### config.mk
export PLATFORM = sky130hd
export DESIGN_NAME = ssd_diag
export DESIGN_NICKNAME = d
export VERILOG_FILES = /design/src/rtl/ssd_pkg.sv /design/src/rtl/ssd_fault_latch.sv /design/src/rtl/ssd_diag.sv
export VERILOG_INCLUDE_DIRS = /design/src /design/src/rtl
export SDC_FILE = /design/constraint.sdc
export NUM_CORES = 1
export LEC_CHECK = 0
export ABC_AREA = 1
export CAP_MARGIN = 20
export CORE_MARGIN = 4
export CORE_UTILIZATION = 62
export DETAILED_ROUTE_END_ITERATION = 7
export DONT_BUFFER_PORTS = 1
export PLACE_DENSITY = 0.86
export SLEW_MARGIN = 20
export SYNTH_ARGS = -nofsm -noshare
export SYNTH_HDL_FRONTEND = slang
export SYNTH_SLANG_ARGS = --single-unit
### constraint.sdc
create_clock -name clk_sys_in -period 2.95 [get_ports clk_sys_in]
set_input_delay 0.295 -clock clk_sys_in [delete_from_list [all_inputs] [get_ports clk_sys_in]]
set_output_delay 0.295 -clock clk_sys_in [all_outputs]
set_load 0.1 [all_outputs]
### src/rtl/ssd_cfg.svh
`ifndef SSD_CFG_SVH
`define SSD_CFG_SVH
// response byte bit positions
`define SSD_RSP_OUT_EN     0
`define SSD_RSP_ACT_ID     1
`define SSD_RSP_INPUTS     4
`define SSD_RSP_LIMIT      5
`define SSD_RSP_WARN       6
`define SSD_RSP_ERR        7
// detail byte bit positions (same layout for warning and error)
`define SSD_DET_OUT_A      0
`define SSD_DET_OUT_B      1
`define SSD_DET_XWIRE      2
`define SSD_DET_TEMP       3
`define SSD_DET_ACTUATOR   4
`define SSD_DET_INTERNAL   5
`define SSD_DET_SPARE      6
`define SSD_DET_COMM       7
// request byte: fault reset bit
`define SSD_REQ_RESET      7
`define SSD_BYTE_ZERO      8'h00
// cause bits 0..5 of a detail byte
`define SSD_CAUSE_MASK     8'h3f
// latched error byte holding only the comm failure bit
`define SSD_ERR_COMM_ONLY  8'h80
`endif

### src/rtl/ssd_pkg.sv
package ssd_pkg;
  typedef logic [7:0] ssd_byte_t;
  typedef enum logic [1:0] {
    SSD_OK,
    SSD_WARN,
    SSD_FAULT
  } ssd_state_t;
endpackage

### src/rtl/ssd_fault_latch.sv
`timescale 1ns/1ps
`include "ssd_cfg.svh"
// holds latched error causes until cause gone and reset event seen
module ssd_fault_latch
  import ssd_pkg::*;
(
  input  wire logic      clk_sys_in,
  input  wire logic      srst_in,
  input  wire ssd_byte_t cause_in,
  input  wire logic      clear_in,
  output ssd_byte_t      held_out
);
  ssd_byte_t held_reg;
  ssd_byte_t held_next;

  // set wins over clear: a live cause always stays latched
  always_comb begin
    held_next = held_reg | cause_in;
    if (clear_in) begin
      held_next = cause_in;
    end
  end

  always_ff @(posedge clk_sys_in) begin
    if (srst_in) begin
      held_reg <= `SSD_BYTE_ZERO;
    end else begin
      held_reg <= held_next;
    end
  end

  assign held_out = held_reg;
endmodule

### src/rtl/ssd_diag.sv
`timescale 1ns/1ps
`include "ssd_cfg.svh"
module ssd_diag
  import ssd_pkg::*;
(
  input  wire logic       clk_sys_in,
  input  wire logic       srst_in,
  input  wire logic       safety_in_a_in,
  input  wire logic       safety_in_b_in,
  input  wire logic       actuator_ok_in,
  input  wire logic       actuator_limit_in,
  input  wire logic       outputs_on_in,
  input  wire ssd_byte_t  warn_cause_in,
  input  wire ssd_byte_t  err_cause_in,
  input  wire logic       comm_fail_in,
  input  wire logic       guard_open_in,
  input  wire ssd_byte_t  request_byte_in,
  input  wire logic       request_valid_in,
  output logic            safety_out_a_out,
  output logic            safety_out_b_out,
  output ssd_byte_t       response_byte_out,
  output ssd_byte_t       warning_detail_byte_out,
  output ssd_byte_t       error_detail_byte_out
);
  ssd_byte_t  rsp_reg;
  ssd_byte_t  rsp_next;
  ssd_byte_t  warn_reg;
  ssd_byte_t  warn_next;
  ssd_byte_t  err_reg;
  ssd_byte_t  err_next;
  logic       req7_reg;
  logic       req7_next;
  logic       out_a_reg;
  logic       out_a_next;
  logic       out_b_reg;
  logic       out_b_next;
  ssd_state_t st_reg;
  ssd_state_t st_next;
  ssd_byte_t  err_live;
  ssd_byte_t  err_held;
  logic       clear_evt;

  // reset event: request bit 7 going 1 to 0, or guard opened
  assign clear_evt = (request_valid_in && req7_reg && !request_byte_in[`SSD_REQ_RESET])
                   || guard_open_in;

  // error causes; comm failure gets its own bit
  always_comb begin
    err_live = err_cause_in;
    err_live[`SSD_DET_COMM] = comm_fail_in;
    err_live[`SSD_DET_SPARE] = 1'b0;
  end

  // latched error causes; a live cause always survives a clear in the same cycle
  ssd_fault_latch u_latch (
    .clk_sys_in (clk_sys_in),
    .srst_in    (srst_in),
    .cause_in   (err_live),
    .clear_in   (clear_evt),
    .held_out   (err_held)
  );

  // next state of bytes and outputs; enable and limit bits follow the next outputs
  always_comb begin
    req7_next = request_valid_in ? request_byte_in[`SSD_REQ_RESET] : req7_reg;
    warn_next = warn_cause_in & `SSD_CAUSE_MASK;
    err_next  = err_held;
    // a comm failure alone is no fault, otherwise the outputs would drop for it
    if (err_held != `SSD_BYTE_ZERO && err_held != `SSD_ERR_COMM_ONLY) begin
      st_next = SSD_FAULT;
    end else if (warn_next != `SSD_BYTE_ZERO) begin
      st_next = SSD_WARN;
    end else begin
      st_next = SSD_OK;
    end
    // comm failure alone holds outputs where they were
    if (comm_fail_in && st_next != SSD_FAULT) begin
      out_a_next = out_a_reg;
      out_b_next = out_b_reg;
    end else begin
      out_a_next = outputs_on_in && (st_next != SSD_FAULT);
      out_b_next = outputs_on_in && (st_next != SSD_FAULT);
    end
    rsp_next = `SSD_BYTE_ZERO;
    rsp_next[`SSD_RSP_OUT_EN] = out_a_next && out_b_next;
    rsp_next[`SSD_RSP_ACT_ID] = actuator_ok_in;
    rsp_next[`SSD_RSP_INPUTS] = safety_in_a_in && safety_in_b_in;
    rsp_next[`SSD_RSP_LIMIT]  = actuator_limit_in && out_a_next && out_b_next;
    rsp_next[`SSD_RSP_WARN]   = (st_next != SSD_OK);
    rsp_next[`SSD_RSP_ERR]    = (st_next == SSD_FAULT);
  end

  // registers only; outputs come straight from these
  always_ff @(posedge clk_sys_in) begin
    if (srst_in) begin
      rsp_reg   <= `SSD_BYTE_ZERO;
      warn_reg  <= `SSD_BYTE_ZERO;
      err_reg   <= `SSD_BYTE_ZERO;
      req7_reg  <= 1'b0;
      out_a_reg <= 1'b0;
      out_b_reg <= 1'b0;
      st_reg    <= SSD_OK;
    end else begin
      rsp_reg   <= rsp_next;
      warn_reg  <= warn_next;
      err_reg   <= err_next;
      req7_reg  <= req7_next;
      out_a_reg <= out_a_next;
      out_b_reg <= out_b_next;
      st_reg    <= st_next;
    end
  end

  assign response_byte_out       = rsp_reg;
  assign warning_detail_byte_out = warn_reg;
  assign error_detail_byte_out   = err_reg;
  assign safety_out_a_out        = out_a_reg;
  assign safety_out_b_out        = out_b_reg;

  // input and actuator bits one cycle after their inputs; limit, error and state bits against outputs same cycle; comm detail bit two cycles on
  property p_inputs;
    @(posedge clk_sys_in) disable iff (srst_in)
      1 |=> rsp_reg[`SSD_RSP_INPUTS] == $past(safety_in_a_in && safety_in_b_in);
  endproperty
  a_inputs: assert property (p_inputs) else $error("input bit wrong");

  property p_act;
    @(posedge clk_sys_in) disable iff (srst_in)
      1 |=> rsp_reg[`SSD_RSP_ACT_ID] == $past(actuator_ok_in);
  endproperty
  a_act: assert property (p_act) else $error("actuator bit wrong");

  property p_limit;
    @(posedge clk_sys_in) disable iff (srst_in)
      rsp_reg[`SSD_RSP_LIMIT] |-> rsp_reg[`SSD_RSP_OUT_EN];
  endproperty
  a_limit: assert property (p_limit) else $error("limit bit without outputs");

  property p_comm;
    @(posedge clk_sys_in) disable iff (srst_in)
      comm_fail_in |=> ##1 err_reg[`SSD_DET_COMM];
  endproperty
  a_comm: assert property (p_comm) else $error("comm bit missing");

  property p_err_off;
    @(posedge clk_sys_in) disable iff (srst_in)
      rsp_reg[`SSD_RSP_ERR]
        |-> !safety_out_a_out && !safety_out_b_out && rsp_reg[`SSD_RSP_WARN];
  endproperty
  a_err_off: assert property (p_err_off) else $error("error with outputs on");

  property p_state;
    @(posedge clk_sys_in) disable iff (srst_in)
      (st_reg == SSD_FAULT) |-> rsp_reg[`SSD_RSP_ERR] && !safety_out_a_out;
  endproperty
  a_state: assert property (p_state) else $error("fault state not shown");

  // outputs: comm loss without a fault must not move them, and both channels switch together
  property p_hold;
    @(posedge clk_sys_in) disable iff (srst_in)
      (comm_fail_in && st_next != SSD_FAULT)
        |=> $stable(safety_out_a_out) && $stable(safety_out_b_out);
  endproperty
  a_hold: assert property (p_hold) else $error("output moved on comm fail");

  property p_pair;
    @(posedge clk_sys_in) disable iff (srst_in)
      safety_out_a_out == safety_out_b_out;
  endproperty
  a_pair: assert property (p_pair) else $error("output channels differ");

  property p_detail;
    @(posedge clk_sys_in) disable iff (srst_in)
      (rsp_reg[`SSD_RSP_WARN] && !rsp_reg[`SSD_RSP_ERR])
        |-> warning_detail_byte_out != `SSD_BYTE_ZERO;
  endproperty
  a_detail: assert property (p_detail) else $error("warning without detail");

  property p_err_detail;
    @(posedge clk_sys_in) disable iff (srst_in)
      rsp_reg[`SSD_RSP_ERR]
        |-> (error_detail_byte_out & `SSD_CAUSE_MASK) != `SSD_BYTE_ZERO;
  endproperty
  a_err_detail: assert property (p_err_detail) else $error("error without detail");

  // latch: set always lands, clear keeps only live causes, out A bit drops only on a clear
  property p_latch;
    @(posedge clk_sys_in) disable iff (srst_in)
      (err_held[`SSD_DET_OUT_A] && !clear_evt) |=> err_held[`SSD_DET_OUT_A];
  endproperty
  a_latch: assert property (p_latch) else $error("fault dropped without reset");

  property p_set;
    @(posedge clk_sys_in) disable iff (srst_in)
      (err_live != `SSD_BYTE_ZERO)
        |=> (err_held & $past(err_live)) == $past(err_live);
  endproperty
  a_set: assert property (p_set) else $error("live cause not latched");

  property p_clear;
    @(posedge clk_sys_in) disable iff (srst_in)
      clear_evt |=> err_held == $past(err_live);
  endproperty
  a_clear: assert property (p_clear) else $error("clear kept a gone cause");

  property p_out_en;
    @(posedge clk_sys_in) disable iff (srst_in)
      rsp_reg[`SSD_RSP_OUT_EN] == (safety_out_a_out && safety_out_b_out);
  endproperty
  a_out_en: assert property (p_out_en) else $error("enable bit mismatch");

  // main scenarios that the bench is meant to reach
  c_fault: cover property (@(posedge clk_sys_in) rsp_reg[`SSD_RSP_ERR]);
  c_warn:  cover property (@(posedge clk_sys_in) rsp_reg[`SSD_RSP_WARN] && !rsp_reg[`SSD_RSP_ERR]);
  c_limit: cover property (@(posedge clk_sys_in) rsp_reg[`SSD_RSP_LIMIT]);
  c_clear: cover property (@(posedge clk_sys_in)
                           err_reg[`SSD_DET_OUT_A] ##1 !err_reg[`SSD_DET_OUT_A]);
  c_hold:  cover property (@(posedge clk_sys_in) comm_fail_in && safety_out_a_out);
endmodule

# Word level (Yosys, flattened, before mapping)
# Cells that the tools add are included.
# W data, S select, Z words.
dict set report totals {
  reg_bits 35
  latchBits 0
  out_inout_bits 26
  elab_cells 34
  ramBits 0
  rom_bits 0
  memories 0
  inputBits 34
}
dict set report op_classes {
  eq_ne 3
  addsub 0
  reduce_logical 15
  n_mux 5
  n_bitwise 1
  div_mod_pow 0
  n_shift 0
  multipliers 0
  magnitude_cmp 0
}
# op n
set ops {}
lappend ops {{$reduce_bool A8 Y1} 2}
lappend ops {{$logic_and A1 B1 Y1} 9}
lappend ops {{$mux W8} 1}
lappend ops {{$ne A8 B8 Y1 const B} 1}
lappend ops {{$or A8 B8 Y8} 1}
lappend ops {{$mux W1} 3}
lappend ops {{$eq A2 B2 Y1 const B} 1}
lappend ops {{$mux W2} 1}
lappend ops {{$ne A2 B2 Y1 const B} 1}
lappend ops {{$reduce_bool A2 Y1} 1}
lappend ops {{$reduce_or A2 Y1} 1}
lappend ops {{$logic_not A1 Y1} 1}
lappend ops {{$logic_or A1 B1 Y1} 1}

# Logic depth before layout (Yosys ltp)
dict set report depth {
  word_depth 8
  ltp_mapped 7
  ltp_nobuf 7
}

# Hierarchy
# From an unflattened synthesis, not the netlist that was laid out.
dict set report hier_totals {
  hier_cells 126
  hier_area_um2 1044.8
}
# mod area_each_um2 instances cells_per_inst
set by_module_without_submodules {}
lappend by_module_without_submodules {ssd_diag 775.7 1 92}
lappend by_module_without_submodules {ssd_fault_latch 269.0 1 34}

# Least setup slack after synthesis
# OpenSTA, ideal clock, no wires.
dict set report synth_path {
  path_kind {flip-flop to flip-flop}
  start {register out_b_reg, in the netlist safety_out_b_out}
  end {register rsp_reg[5], in the netlist response_byte_out[5]}
  path_slack_ns 1.528
  setup_ns 0.064
  stages_incl_launch_ff 5
  arrival_time_ns 1.358
  path_cell_list {dfxtp_1 -> nand3_1 -> nand2_1 -> nand3_1 -> nor2_1}
}
dict set report synth_via {
  elab_chain_cells 2
}
# item line_no
set synth_rtl {}
lappend synth_rtl {{start: declaration} ssd_diag.sv:35} ;# logic out_b_reg;
lappend synth_rtl {{start signal: assignment} ssd_diag.sv:109} ;# out_b_reg <= out_b_next;
lappend synth_rtl {{$mux W1} ssd_diag.sv:77} ;# if (comm_fail_in && st_next != SSD_FAULT) begin
lappend synth_rtl {{$logic_and A1 B1 Y1} ssd_diag.sv:88} ;# rsp_next[`SSD_RSP_LIMIT] = actuator_limit_in && out_a_next && out_b_next;
lappend synth_rtl {{end signal: assignment} ssd_diag.sv:96} ;# rsp_reg <= `SSD_BYTE_ZERO;
lappend synth_rtl {{end signal: assignment} ssd_diag.sv:104} ;# rsp_reg <= rsp_next;
lappend synth_rtl {{end: declaration} ssd_diag.sv:25} ;# ssd_byte_t rsp_reg;
# Every way passes these cells.
# A chain may end at the register's enable or synchronous reset.

# Worst setup path after layout
dict set report layout_path {
  start {register err_reg[7], in the netlist error_detail_byte_out[7]}
  end {output port error_detail_byte_out[7]}
}
# item line_no
set layout_rtl {}
lappend layout_rtl {{start: declaration} ssd_diag.sv:29} ;# ssd_byte_t err_reg;
lappend layout_rtl {{start signal: assignment} ssd_diag.sv:98} ;# err_reg <= `SSD_BYTE_ZERO;
lappend layout_rtl {{start signal: assignment} ssd_diag.sv:106} ;# err_reg <= err_next;
lappend layout_rtl {{end: declaration} ssd_diag.sv:23} ;# output ssd_byte_t error_detail_byte_out
# No word-level cell between the ends.

==> summary.txt <==
STA
  – Setup repair after global routing missed its margin: false
  – Slew margin rel.: 36.6%
  – Final setup fails: 0
  – Final setup TNS: 0 ps
  – Skew final: 10.2 ps
  – Post-layout min period: 1560 ps
  – Slew Limit Fails: 0
  – Final Hold Vio Count: 0
  – Tcrit/Tclk final: about 53%
  – Slew at the pin with the worst max-slew slack: 950 ps
  – Fmax: between 600 and 700 MHz

Die
  – Io pins: 60
  – FP Rows: 13
  – Starting Density: 69.6%
  – Core area: 1380 um^2
  – Die width: roughly 47 um
  – Die Y: 47.4 um
  – Die area: between 2000 and 2500 um^2

CTS
  – Skew-Pair Late Insertion Delay: 310 ps
  – Worst-case clock buffer depth: 2
  – Setup Fix Bufs, Post-CTS: 0
  – TritonCTS clock tree: yes
  – CTS clock-pin slew for the worst setup and hold paths: 90 ps
  – CTS sink cnt: 29
  – Post-CTS Resized: 0
  – CTS Hold Buffers Added: 0
  – Root buf cell: clkbuf_4
  – Number of H-tree levels: 2
  – CTS Buf Count: 5

Worst setup path
  – Reg2Reg Depth: 7
  – Nature of the critical path endpoint: output port
  – CP Data Required Time: 2650 ps
  – Critical path depth: 0
  – Kind of critical path: reg -> out
  – Worst Setup Start Kind: register
  – Worst EP arrival: 1270 ps
  – Crit path max fanout: 1

Cells and area
  – Final Instance Area: 1010 um^2
  – P&R area growth vs syn: 5.20%
  – Commonest non-fill, non-tap cell in the layout: dfxtp_1
  – Diodes inserted: 0
  – Finished Layout Cells: 127
  – Commonest non-fill, non-tap cells in the layout: dfxtp_1 (29), nor2_1 (20), inv_1 (18)
  – Nets: 145
  – Layout fillers: about 100
  – Layout cell share with drive strength beyond 1: 13.4%
  – Final core utilization: 73.2%

Hold path
  – Hold/Removal Path Class: in -> reg
  – WHS Path Cells: 1

Run status
  – Status: complete, no violations

Drt
  – Remaining DRCs: 0
  – Antenna-violating nets left: 0
  – Initial DRC Count: 9
  – Pre-Repair DR Iteration Count: 4
  – Drt wl/cell: roughly 13 um
  – Routed vias/inst: 4.98
  – Vias post-DR: 633
  – Final wirelength: about 1700 um

Power and ir drop
  – Power Density: 789 nW/um^2
  – Pleak: 0.000492 uW
  – Tot Pwr: ~800 uW
  – Maximum vdd drop: between 400 and 500 uV

Global route
  – GRT Total Usage: between 10% and 20%
  – First-pass GRT wire length: between 2000 and 3000 um
  – Remaining Overflow, GRT: 0
  – Initial antenna violation count: 0
  – Largest net degree at the start of global routing: 23
  – Vias in the first global route: 614

Placed design
  – Post-placement cell count: 119
  – RD Place Congestion: 0.751
  – Detail Placement HPWL: 1310 um
  – I/O Buffers: 0
  – Placed standard-cell area: 963 um^2

Logic synthesis
  – Seq/Total Area, Yosys: 60.3%
  – Synth Register Bits: 29
  – Avg Inst Size Synth: between 9 and 10 um^2
  – Synthesis Warnings: 0
  – Syn Inst Count: 105
  – Yosys cell types: 19
  – Post-synthesis instance area: just under 1000 um^2

Flow run
  – Max Cap Viol: 0
==> cell families after synthesis <==
logic type / share of synthesized area, %
flops: 60.3
compound gates: 9.62
simple gates: 17.3
buf+inv: 12.4
other cells: 0.390
==> layout make-up <==
class | count | area (um^2) | share of cell area [%]
clock buffer | 8 | 48.8 | 4.82
timing repair buffer | 2 | 15.0 | 1.48
sequential | 29 | 581 | 57.4
tap | 15 | 18.8 | 1.85
inverter | 19 | 71.3 | 7.05
multi-input combinational | 54 | 278 | 27.4
==> synth_stat cells <==
cell	instances	share of area, %
inv_1	18	7.0
conb_1	1	0.39
inv_2	1	0.39
dfxtp_1	29	60
nand2_4	1	1.2
a22o_1	6	5.5
nor4_1	1	0.65
nor2_4	1	1.2
a31oi_1	1	0.65
nor2_1	20	7.8
a21oi_1	2	1.0
buf_4	5	3.9
o21ai_0	3	1.6
nand3_1	3	1.6
nand2_2	2	1.3
nor2_2	2	1.3
nand2_1	6	2.3
buf_2	2	1.0
a21oi_2	1	0.91
==> per-layer routing <==
| metal | wire length [um] | part of all wire, % | GRT usage [%] |
|---|---|---|---|
| met1 | 621 | 37 | 16.7 |
| met2 | 883 | 52 | 29.1 |
| met3 | 179 | 11 | 12.3 |
| met4 | 12 | 0.71 | 6.63 |
| met5 | 0 | 0 | 0 |
==> where the power goes <==
part           switching, uW  internal [uW]  total, uW  leakage (uW)
Combinational           53.1           16.3       69.4      0.000225
Sequential               102            413        514      0.000240
Clock                    120           94.8        215     0.0000265
==> through the flow <==
step           setup WS, ps  hold slack (ps)
2_1_floorplan          1530              379
3_3_place_gp           1730              367
3_5_place_dp           1720              371
4_1_cts                1380             39.6
5_1_grt                1350             18.4
6_report               1390             48.4
==> final timing paths <==
path                                 start                        to  slack, ps
setup / recovery  error_detail_byte_out[7]  error_detail_byte_out[7]       1390
hold / removal                     srst_in      response_byte_out[4]         50
setup reg to reg       u_latch.held_out[2]      response_byte_out[5]       1890
hold reg to reg        u_latch.held_out[7]  error_detail_byte_out[7]        430
Note: power is estimated with default switching activity, not from simulation.
